===== config.mk =====
export PLATFORM = sky130hd
export DESIGN_NAME = ctomux_top
export DESIGN_NICKNAME = d
export VERILOG_FILES = /design/src/ctomux_pkg.sv /design/src/ctomux_i2c_slave.sv /design/src/ctomux_top.sv
export SDC_FILE = /design/constraint.sdc
export NUM_CORES = 1
export LEC_CHECK = 0
export ABC_AREA = 1
export BUFFER_PORTS_ARGS = -buffer_cell sky130_fd_sc_hd__clkbuf_2
export CAP_MARGIN = 25
export CORE_MARGIN = 2
export CORE_UTILIZATION = 54
export DETAILED_ROUTE_END_ITERATION = 16
export HOLD_SLACK_MARGIN = 0.15
export PLACE_DENSITY = 0.83
export SLEW_MARGIN = 20
export SYNTH_ARGS = -nofsm -noshare
export SYNTH_HDL_FRONTEND = slang
export SYNTH_HIERARCHICAL = 1
export SYNTH_SLANG_ARGS = --single-unit

===== constraint.sdc =====
create_clock -name core_clk -period 1.8 [get_ports core_clk]
set_input_delay 0.18 -clock core_clk [delete_from_list [all_inputs] [get_ports core_clk]]
set_output_delay 0.18 -clock core_clk [all_outputs]
set_load 0.05 [all_outputs]

===== src/ctomux_pkg.sv =====
// Constants and carrier types for the camera trigger and output mux
package ctomux_pkg;
	localparam logic [6:0] CTOMUX_I2C_ADDR       = 7'h20;
	localparam int         CTOMUX_BIT_PWR        = 0;
	localparam int         CTOMUX_BIT_SRST       = 1;
	localparam int         CTOMUX_BIT_LEVEL      = 2;
	localparam int         CTOMUX_BIT_DRIVE      = 3;
	localparam int         CTOMUX_BIT_FUNC       = 4;
	localparam int         CTOMUX_BIT_TPOL       = 5;
	localparam int         CTOMUX_BIT_TSRC       = 6;
	localparam int         CTOMUX_BIT_RSVD       = 7;
	localparam logic [7:0] CTOMUX_PORT_RESET     = 8'h00;
	localparam logic [7:0] CTOMUX_RSVD_MASK      = 8'h7f;
	localparam logic [7:0] CTOMUX_OUTPUT_PORT_CMD = 8'h01;
	localparam logic [3:0] CTOMUX_BYTE_BITS      = 4'h8;

	typedef struct packed {
		logic out;
		logic oe;
	} ctomux_pin_t;

	typedef struct packed {
		logic sensor_power_enable;
		logic sensor_reset_n;
		logic green_status_lamp;
		logic overcurrent_red_lamp;
		logic sensor_trigger_out;
	} ctomux_ctl_t;
endpackage : ctomux_pkg


===== src/ctomux_i2c_slave.sv =====
// Write-only I2C slave holding the expander output port byte
`timescale 1ns/1ps
`default_nettype none
module ctomux_i2c_slave
	import ctomux_pkg::*;
(
	input  wire logic       core_clk,
	input  wire logic       reset,
	input  wire logic       scl_in,
	input  wire logic       sda_in,
	output logic            sda_oe,
	output logic [7:0]      port_reg
);
	typedef enum {ctomux_idle_t, ctomux_addr_t, ctomux_cmd_t, ctomux_data_t,
		ctomux_ack_t, ctomux_skip_t} ctomux_st_t;

	ctomux_st_t  state_reg;
	ctomux_st_t  after_ack_reg;
	logic        scl_d_reg;
	logic        sda_d_reg;
	logic [7:0]  shift_reg;
	logic [3:0]  count_reg;
	logic [7:0]  cmd_reg;
	logic        scl_rise;
	logic        scl_fall;
	logic        start_c;
	logic        stop_c;

	// Inputs are synchronous to core_clk; edges seen by a one-cycle delay
	always_ff @(posedge core_clk or posedge reset)
	begin
		if (reset)
		begin
			scl_d_reg <= 1'b1;
			sda_d_reg <= 1'b1;
		end
		else
		begin
			scl_d_reg <= scl_in;
			sda_d_reg <= sda_in;
		end
	end

	assign scl_rise = scl_in && !scl_d_reg;
	assign scl_fall = !scl_in && scl_d_reg;
	assign start_c  = scl_in && scl_d_reg && sda_d_reg && !sda_in;
	assign stop_c   = scl_in && scl_d_reg && !sda_d_reg && sda_in;

	always_ff @(posedge core_clk or posedge reset)
	begin
		if (reset)
		begin
			state_reg     <= ctomux_idle_t;
			after_ack_reg <= ctomux_idle_t;
			shift_reg     <= 8'h00;
			count_reg     <= 4'h0;
			cmd_reg       <= 8'h00;
			sda_oe        <= 1'b0;
			port_reg      <= CTOMUX_PORT_RESET;
		end
		else if (start_c)
		begin
			state_reg <= ctomux_addr_t;
			count_reg <= 4'h0;
			sda_oe    <= 1'b0;
		end
		else if (stop_c)
		begin
			state_reg <= ctomux_idle_t;
			sda_oe    <= 1'b0;
		end
		else
		begin
			case (state_reg)
				ctomux_addr_t, ctomux_cmd_t, ctomux_data_t:
				begin
					if (scl_rise)
					begin
						shift_reg <= {shift_reg[6:0], sda_in};
						count_reg <= count_reg + 4'h1;
					end
					else if (scl_fall && count_reg == CTOMUX_BYTE_BITS)
					begin
						count_reg <= 4'h0;
						if (state_reg == ctomux_addr_t)
						begin
							// Only our address with a write bit is acknowledged
							if (shift_reg == {CTOMUX_I2C_ADDR, 1'b0})
							begin
								sda_oe        <= 1'b1;
								state_reg     <= ctomux_ack_t;
								after_ack_reg <= ctomux_cmd_t;
							end
							else
								state_reg <= ctomux_skip_t;
						end
						else if (state_reg == ctomux_cmd_t)
						begin
							cmd_reg       <= shift_reg;
							sda_oe        <= 1'b1;
							state_reg     <= ctomux_ack_t;
							after_ack_reg <= ctomux_data_t;
						end
						else
						begin
							// Port holds until written again; top bit forced low
							if (cmd_reg == CTOMUX_OUTPUT_PORT_CMD)
								port_reg <= shift_reg & CTOMUX_RSVD_MASK;
							sda_oe        <= 1'b1;
							state_reg     <= ctomux_ack_t;
							after_ack_reg <= ctomux_data_t;
						end
					end
				end
				ctomux_ack_t:
				begin
					if (scl_fall)
					begin
						sda_oe    <= 1'b0;
						state_reg <= after_ack_reg;
					end
				end
				default:
				begin
					sda_oe <= 1'b0;
				end
			endcase
		end
	end
endmodule : ctomux_i2c_slave
`default_nettype wire


===== src/ctomux_top.sv =====
// Camera trigger and user output routing behind the I2C expander port
// Contract
// - Port bit 0 switches the sensor supply off at 0 and on at 1.
// - Port bit 1 holds the sensor in reset at 0 and releases it at 1.
// - With function select 0 the level bit only drives the green lamp.
// - With function select 1 a level of 0 pulls the output low, 1 releases or drives it high.
// - Port bit 3 selects open-drain at 0 and push-pull at 1.
// - Port bit 4 routes the sensor strobe at 0 or the level bit at 1 to the output pin.
// - Port bit 5 leaves the connector trigger as is at 0 and inverts it at 1.
// - Port bit 6 forwards the link trigger at 0 or the connector trigger at 1.
// - The expander answers at seven-bit address 0x20 and the host writes there.
// - Strobe and link trigger come in and the selected trigger goes to the sensor.
// - The red lamp lights on output overcurrent while in push-pull mode.
`timescale 1ns/1ps
`default_nettype none
module ctomux_top
	import ctomux_pkg::*;
(
	input  wire logic        core_clk,
	input  wire logic        reset,
	input  wire logic        scl_in,
	input  wire logic        sda_in,
	output logic             sda_out,
	output logic             sda_oe,
	input  wire logic        sensor_strobe_in,
	input  wire logic        link_trigger_in,
	input  wire logic        connector_trigger_in,
	input  wire logic        overcurrent_in,
	output ctomux_pin_t      user_output_pin,
	output ctomux_ctl_t      ctl_reg
);
	logic [7:0]  port_reg;
	logic        sensor_power_enable;
	logic        output_function_select;
	logic        drive_type_select;
	logic        user_output_level_bit;
	logic        user_output_line;
	logic        trig_next;
	logic        live_reg;
	ctomux_pin_t pin_next;

	ctomux_i2c_slave u_slave (
		.core_clk (core_clk),
		.reset    (reset),
		.scl_in   (scl_in),
		.sda_in   (sda_in),
		.sda_oe   (sda_oe),
		.port_reg (port_reg)
	);

	// Open-drain ack: the line is only ever pulled low
	assign sda_out = 1'b0;

	assign sensor_power_enable    = port_reg[CTOMUX_BIT_PWR];
	assign user_output_level_bit  = port_reg[CTOMUX_BIT_LEVEL];
	assign drive_type_select      = port_reg[CTOMUX_BIT_DRIVE];
	assign output_function_select = port_reg[CTOMUX_BIT_FUNC];

	always_comb
	begin
		// Link trigger or polarity-adjusted connector trigger
		if (port_reg[CTOMUX_BIT_TSRC])
			trig_next = connector_trigger_in ^ port_reg[CTOMUX_BIT_TPOL];
		else
			trig_next = link_trigger_in;
		// Strobe or software level onto the user line
		user_output_line = output_function_select ? user_output_level_bit
			: sensor_strobe_in;
		// Low always driven; high driven only in push-pull
		pin_next.out = user_output_line;
		pin_next.oe  = !user_output_line || drive_type_select;
	end

	// Outputs registered so pins never glitch on combinational paths
	always_ff @(posedge core_clk or posedge reset)
	begin
		if (reset)
		begin
			ctl_reg         <= '0;
			user_output_pin <= '0;
		end
		else
		begin
			ctl_reg.sensor_power_enable  <= sensor_power_enable;
			ctl_reg.sensor_reset_n       <= port_reg[CTOMUX_BIT_SRST];
			// Lamp follows the level only in lamp mode
			ctl_reg.green_status_lamp    <= !output_function_select && user_output_level_bit;
			ctl_reg.overcurrent_red_lamp <= overcurrent_in && drive_type_select;
			ctl_reg.sensor_trigger_out   <= trig_next;
			user_output_pin              <= pin_next;
		end
	end

	// First edge after reset still shows cleared flops, so the follow checks wait one edge
	always_ff @(posedge core_clk or posedge reset)
	begin
		if (reset)
			live_reg <= 1'b0;
		else
			live_reg <= 1'b1;
	end
endmodule : ctomux_top
`default_nettype wire


Word level (Yosys, flattened, before mapping). Cells that the tools add are included.

Register bits after elaboration: 101. Bits in latches: 0. RAM bits: 0. Memory bits (read-only): 0. Input port bits: 8. Output and inout port bits: 9. Logic and storage cells: 91. Memories: 0.

Add/sub/neg operators: 1. $mul: 0. Divide/modulo/power cells: 0. Order comparisons: 0. Eq/ne operators: 15. Shifts and indexed selects: 0. Mux-type cells: 25. Bitwise operators: 6. Reduce and logical (&&, ||, !) cells: 28.

Operators by type and width (count): $mux 32 (7); $eq 32x2->1 const B (3); $eq 32x3->1 const B (2); $pmux 32 s2 (1); $eq 32x1->1 const B (1); $mux 4 (5); $reduce_and 4->1 (3); $mux 1 (11); $logic_and 1x1->1 (10); $eq 8x1->1 const B (1); $eq 8x7->1 const B (1); $ne 4x1->1 const B (2); $reduce_and 8->1 (1); $reduce_and 7->1 (1); $logic_not 1->1 (6); $reduce_and 6->1 (1); $ne 5x3->1 const B (1); $not 1->1 (5); $add 4x1->4 const B (1); $eq 4x4->1 const B (1); $ne 4x4->1 const B (1); $reduce_bool 4->1 (1); $reduce_and 3->1 (1); $reduce_bool 3->1 (1); other kinds (7) (7).

Depth between registers and ports, before layout.
Word-level depth: 8. Depth in mapped cells: 11. Depth with buffers taken out: 11.

Cells and area by module. The synthesis kept the hierarchy.

By module, submodules not included: ctomux_i2c_slave (times used 1, cells an instance 206, area an instance 1687.9 µm², sequential area each 878.3 µm²); ctomux_top (times used 1, cells an instance 26, area an instance 259.0 µm², sequential area each 175.2 µm²).

Worst setup path before layout. Ideal clock, no wire load.

Path kind: flip-flop to flip-flop. Start: register u_slave.count_reg[0]. End: register u_slave.port_reg[0]. Library setup time: 0.119 ns. Arrival time: 1.354 ns. Data required time: 1.681 ns. Path slack: 0.328 ns. Stages on the path, launching flop included: 11. Path buffers: 1. Clock period less this slack: 1.472 ns. Path through: dfrtp_1 inv_1 ha_1 nand2_1 inv_1 nand3_1 nor3_1 nand2_2 buf_6 nand2_1 o21ai_2.

Word-level cells in the longest chain between the ends: 3.

RTL lines: start, declared (line ctomux_i2c_slave.sv:22) `logic [3:0] count_reg;`; start signal, assigned (line ctomux_i2c_slave.sv:80) `count_reg <= count_reg + 4'h1;`; $eq 4x4->1 (line ctomux_i2c_slave.sv:82) `else if (scl_fall && count_reg == CTOMUX_BYTE_BITS)`; $logic_and 1x1->1 (line ctomux_i2c_slave.sv:82); $reduce_and 8->1 (no source line); end signal, assigned (line ctomux_i2c_slave.sv:108) `port_reg <= shift_reg & CTOMUX_RSVD_MASK;`; end, declared (line ctomux_i2c_slave.sv:12) `output logic [7:0] port_reg`.

Every way passes these cells. A chain may end at the register's enable or synchronous reset.

Worst setup path after layout.
Start: register u_slave.scl_d_reg. End: register u_slave.state_reg[1].

Word-level cells in the longest chain between the ends: 5. Elaborated cells between the ends (all ways): 16. Classes of those cells: eq/ne: 3; mux: 2; reduce/logical: 11.

RTL lines: start, declared (line ctomux_i2c_slave.sv:19) `logic scl_d_reg;`; start signal, assigned (line ctomux_i2c_slave.sv:39) `scl_d_reg <= scl_in;`; $logic_and 1x1->1 (line ctomux_i2c_slave.sv:46, ctomux_i2c_slave.sv:47); $logic_and 1x1->1 (on tied branches) (2 in series) (line ctomux_i2c_slave.sv:47, ctomux_i2c_slave.sv:46); $ne 4x1->1 (no source line), or another cell as far along; $reduce_and 4->1 (no source line) or $mux 32 (tied branches); end signal, assigned (line ctomux_i2c_slave.sv:53) `state_reg <= ctomux_idle_t;`; end signal, assigned (line ctomux_i2c_slave.sv:63) `state_reg <= ctomux_addr_t;`; end signal, assigned (line ctomux_i2c_slave.sv:69) `state_reg <= ctomux_idle_t;`; end, declared (line ctomux_i2c_slave.sv:17) `ctomux_st_t state_reg;`.

Several ways; a longest one is shown, not always the timed one.

==> results.json <==
{
  "p_leak_nw": 1.119,
  "cts_tree": "yes",
  "status": "finished clean",
  "critical_path.most_common_cell": "nand2_1",
  "start_util_pct": 57.11,
  "final_layout_size_suffix_gt1_share_pct": 17.76,
  "ys.warnings.count": 6,
  "setup_violations": 0,
  "maxCapViolCount": 0,
  "skew_ns": 0.006914,
  "wl_per_cell_microns": 11.93,
  "ir_worst_vdd_mv": 0.7395,
  "numPortBuffers": 15,
  "clock_latency_ns": 0.36,
  "antenna_found_initial": 0,
  "fp-row-count": 21,
  "cts_buffers": 5,
  "crit_path_max_incr_delay_ns": 0.58,
  "fin_total_pwr_mw": 2.387,
  "synth_cells": 230,
  "cp_max_fo": 6,
  "avgSynthCellArea_sq_um": 8.416,
  "startpoint_type": "flop",
  "dieArea_sq_um": 4079,
  "syn_to_final_growth_pct": 13.25,
  "critical_path_required_ns": 2.11,
  "final_hold_viol_count": 0,
  "crit_chain": "nand2_1 -> inv_1 -> nand2_1 -> nand2_1 -> inv_1 -> nand2_1 -> nand2_1 -> nor2_1 -> nand2_1 -> nand2_1",
  "fin_nets": 268,
  "r2r_slack_ns": 0.21,
  "finalSetupTns_ns": 0,
  "pwr_density_cell_nw_per_um2": 1089,
  "drcViolationCount": 0,
  "place_congestion": 0.8179,
  "fin_crit_sh_pct": 88.50,
  "crit_arrival_ns": 1.90,
  "layout_common_cells": "nand2_1 (71), dfrtp_1 (40), inv_1 (32)",
  "grt_max_degree": 36,
  "drt-initial-drc-count": 132,
  "die_x_microns": 63.87,
  "drt_pass1_iterations": 4,
  "cts_max_path_buffers": 2,
  "worstReg2RegStart": "u_slave/scl_d_reg$_DFF_PP1_",
  "criticalPathCategory": "flop to flop",
  "grt_pass1_vias": 1544,
  "root_buffer": "clkbuf_4",
  "syn_nets": 240,
  "syn_area_sq_um": 1936,
  "reg2reg_depth": 10,
  "timing.rr.end": "u_slave/state_reg[1]$_DFFE_PP0P_",
  "rsz0062_at_grt": "no",
  "grt_first_pass_wirelength_microns": 6713,
  "fillers": 289,
  "worstHoldPathType": "primary input to asynchronous set/reset pin",
  "end_kind": "flop",
  "post_cts_buffers": 0,
  "fmax_ghz": 0.6278,
  "fin_crit_ns": 1.593,
  "die-height_microns": 63.87,
  "slew_violations": 0,
  "grt.total_usage_pct": 21.47,
  "routed_wl_microns": 3640,
  "grt-ovfl-total": 0,
  "cpMaxStageDelayCell": "dfstp_2",
  "htreeDepth": 2,
  "hpwl_microns": 2558,
  "final_common_cell": "nand2_1",
  "clkTransAtPathRegs_ns": 0.13,
  "num_io_pins": 17,
  "cts_num_sinks": 42,
  "num_vias": 1509,
  "core_area_sq_um": 3390,
  "vias_per_cell": 4.948,
  "diodes": 0,
  "ant_nets": 0
}
## what timing repair did
| action | in CTS | in global routing |
|---|---|---|
| resized for setup | 0 | 2 |
| hold buffers | 7 | 0 |
| setup endpoints to repair | 0 | 7 |
| hold endpoints to repair | 47 | 0 |
## final cells by class
cell class	instances	area, sq um	share of cell area, %
Multi-Input combinational cell	152	738.2	33.68
Timing Repair Buffer	24	160.2	7.306
Clock inverter	3	21.27	0.9703
Sequential cell	42	1054	48.06
Inverter	33	123.9	5.651
Tap cell	46	57.56	2.626
Clock buffer	5	37.54	1.712
## critical path, delay by kind of cell (launching register included)
family / cells / cell delay, ns
buffers and inverters: 2 / 0.15
DFF: 1 / 0.58
and+or+nand+nor: 8 / 0.81
## report_power, final
| part | switching, mW | total [mW] | internal, mW |
|---|---|---|---|
| clock | 0.315 | 0.467 | 0.152 |
| combinational | 0.464 | 0.701 | 0.237 |
| sequential | 0.122 | 1.22 | 1.10 |
## per-layer routing
| metal | track usage [%] | part of all wire, % | vias up |
|---|---|---|---|
| li1 | - | - | 769 |
| met1 | 27.90 | 47 | 690 |
| met2 | 32.81 | 46 | 42 |
| met3 | 6.338 | 5.3 | 8 |
| met4 | 10.60 | 1.9 | 0 |
| met5 | 0 | 0 | - |
## through the flow
step           setup WS (ns)  hold slack [ns]  area (sq um)  cells  utilization, %
6_report              0.2071           0.2665          2192    305           64.67
5_1_grt              0.02718           0.2697          2192    305           64.67
4_1_cts               0.1310           0.2635          2181    304           64.34
3_5_place_dp          0.1576           0.1151          2052    289           60.54
3_3_place_gp          0.2401           0.1048          2052    289           60.54
2_1_floorplan         0.3276         -0.01660          1936    230               -
## worst max-delay path by stage
stage / from / to / slack (ns)
6_report: u_slave/scl_d_reg$_DFF_PP1_ / u_slave/state_reg[1]$_DFFE_PP0P_ / 0.21
5_1_grt: u_slave/count_reg[0]$_DFFE_PP0P_ / u_slave/count_reg[3]$_DFFE_PP0P_ / 0.03
4_1_cts: u_slave/count_reg[0]$_DFFE_PP0P_ / u_slave/port_reg[6]$_DFFE_PP0P_ / 0.13
3_5_place_dp: u_slave/count_reg[0]$_DFFE_PP0P_ / u_slave/port_reg[6]$_DFFE_PP0P_ / 0.16
3_3_place_gp: u_slave/count_reg[0]$_DFFE_PP0P_ / u_slave/port_reg[1]$_DFFE_PP0P_ / 0.24
2_1_floorplan: u_slave/count_reg[0]$_DFFE_PP0P_ / u_slave/port_reg[0]$_DFFE_PP0P_ / 0.33
(Power assumes the default switching activity.)
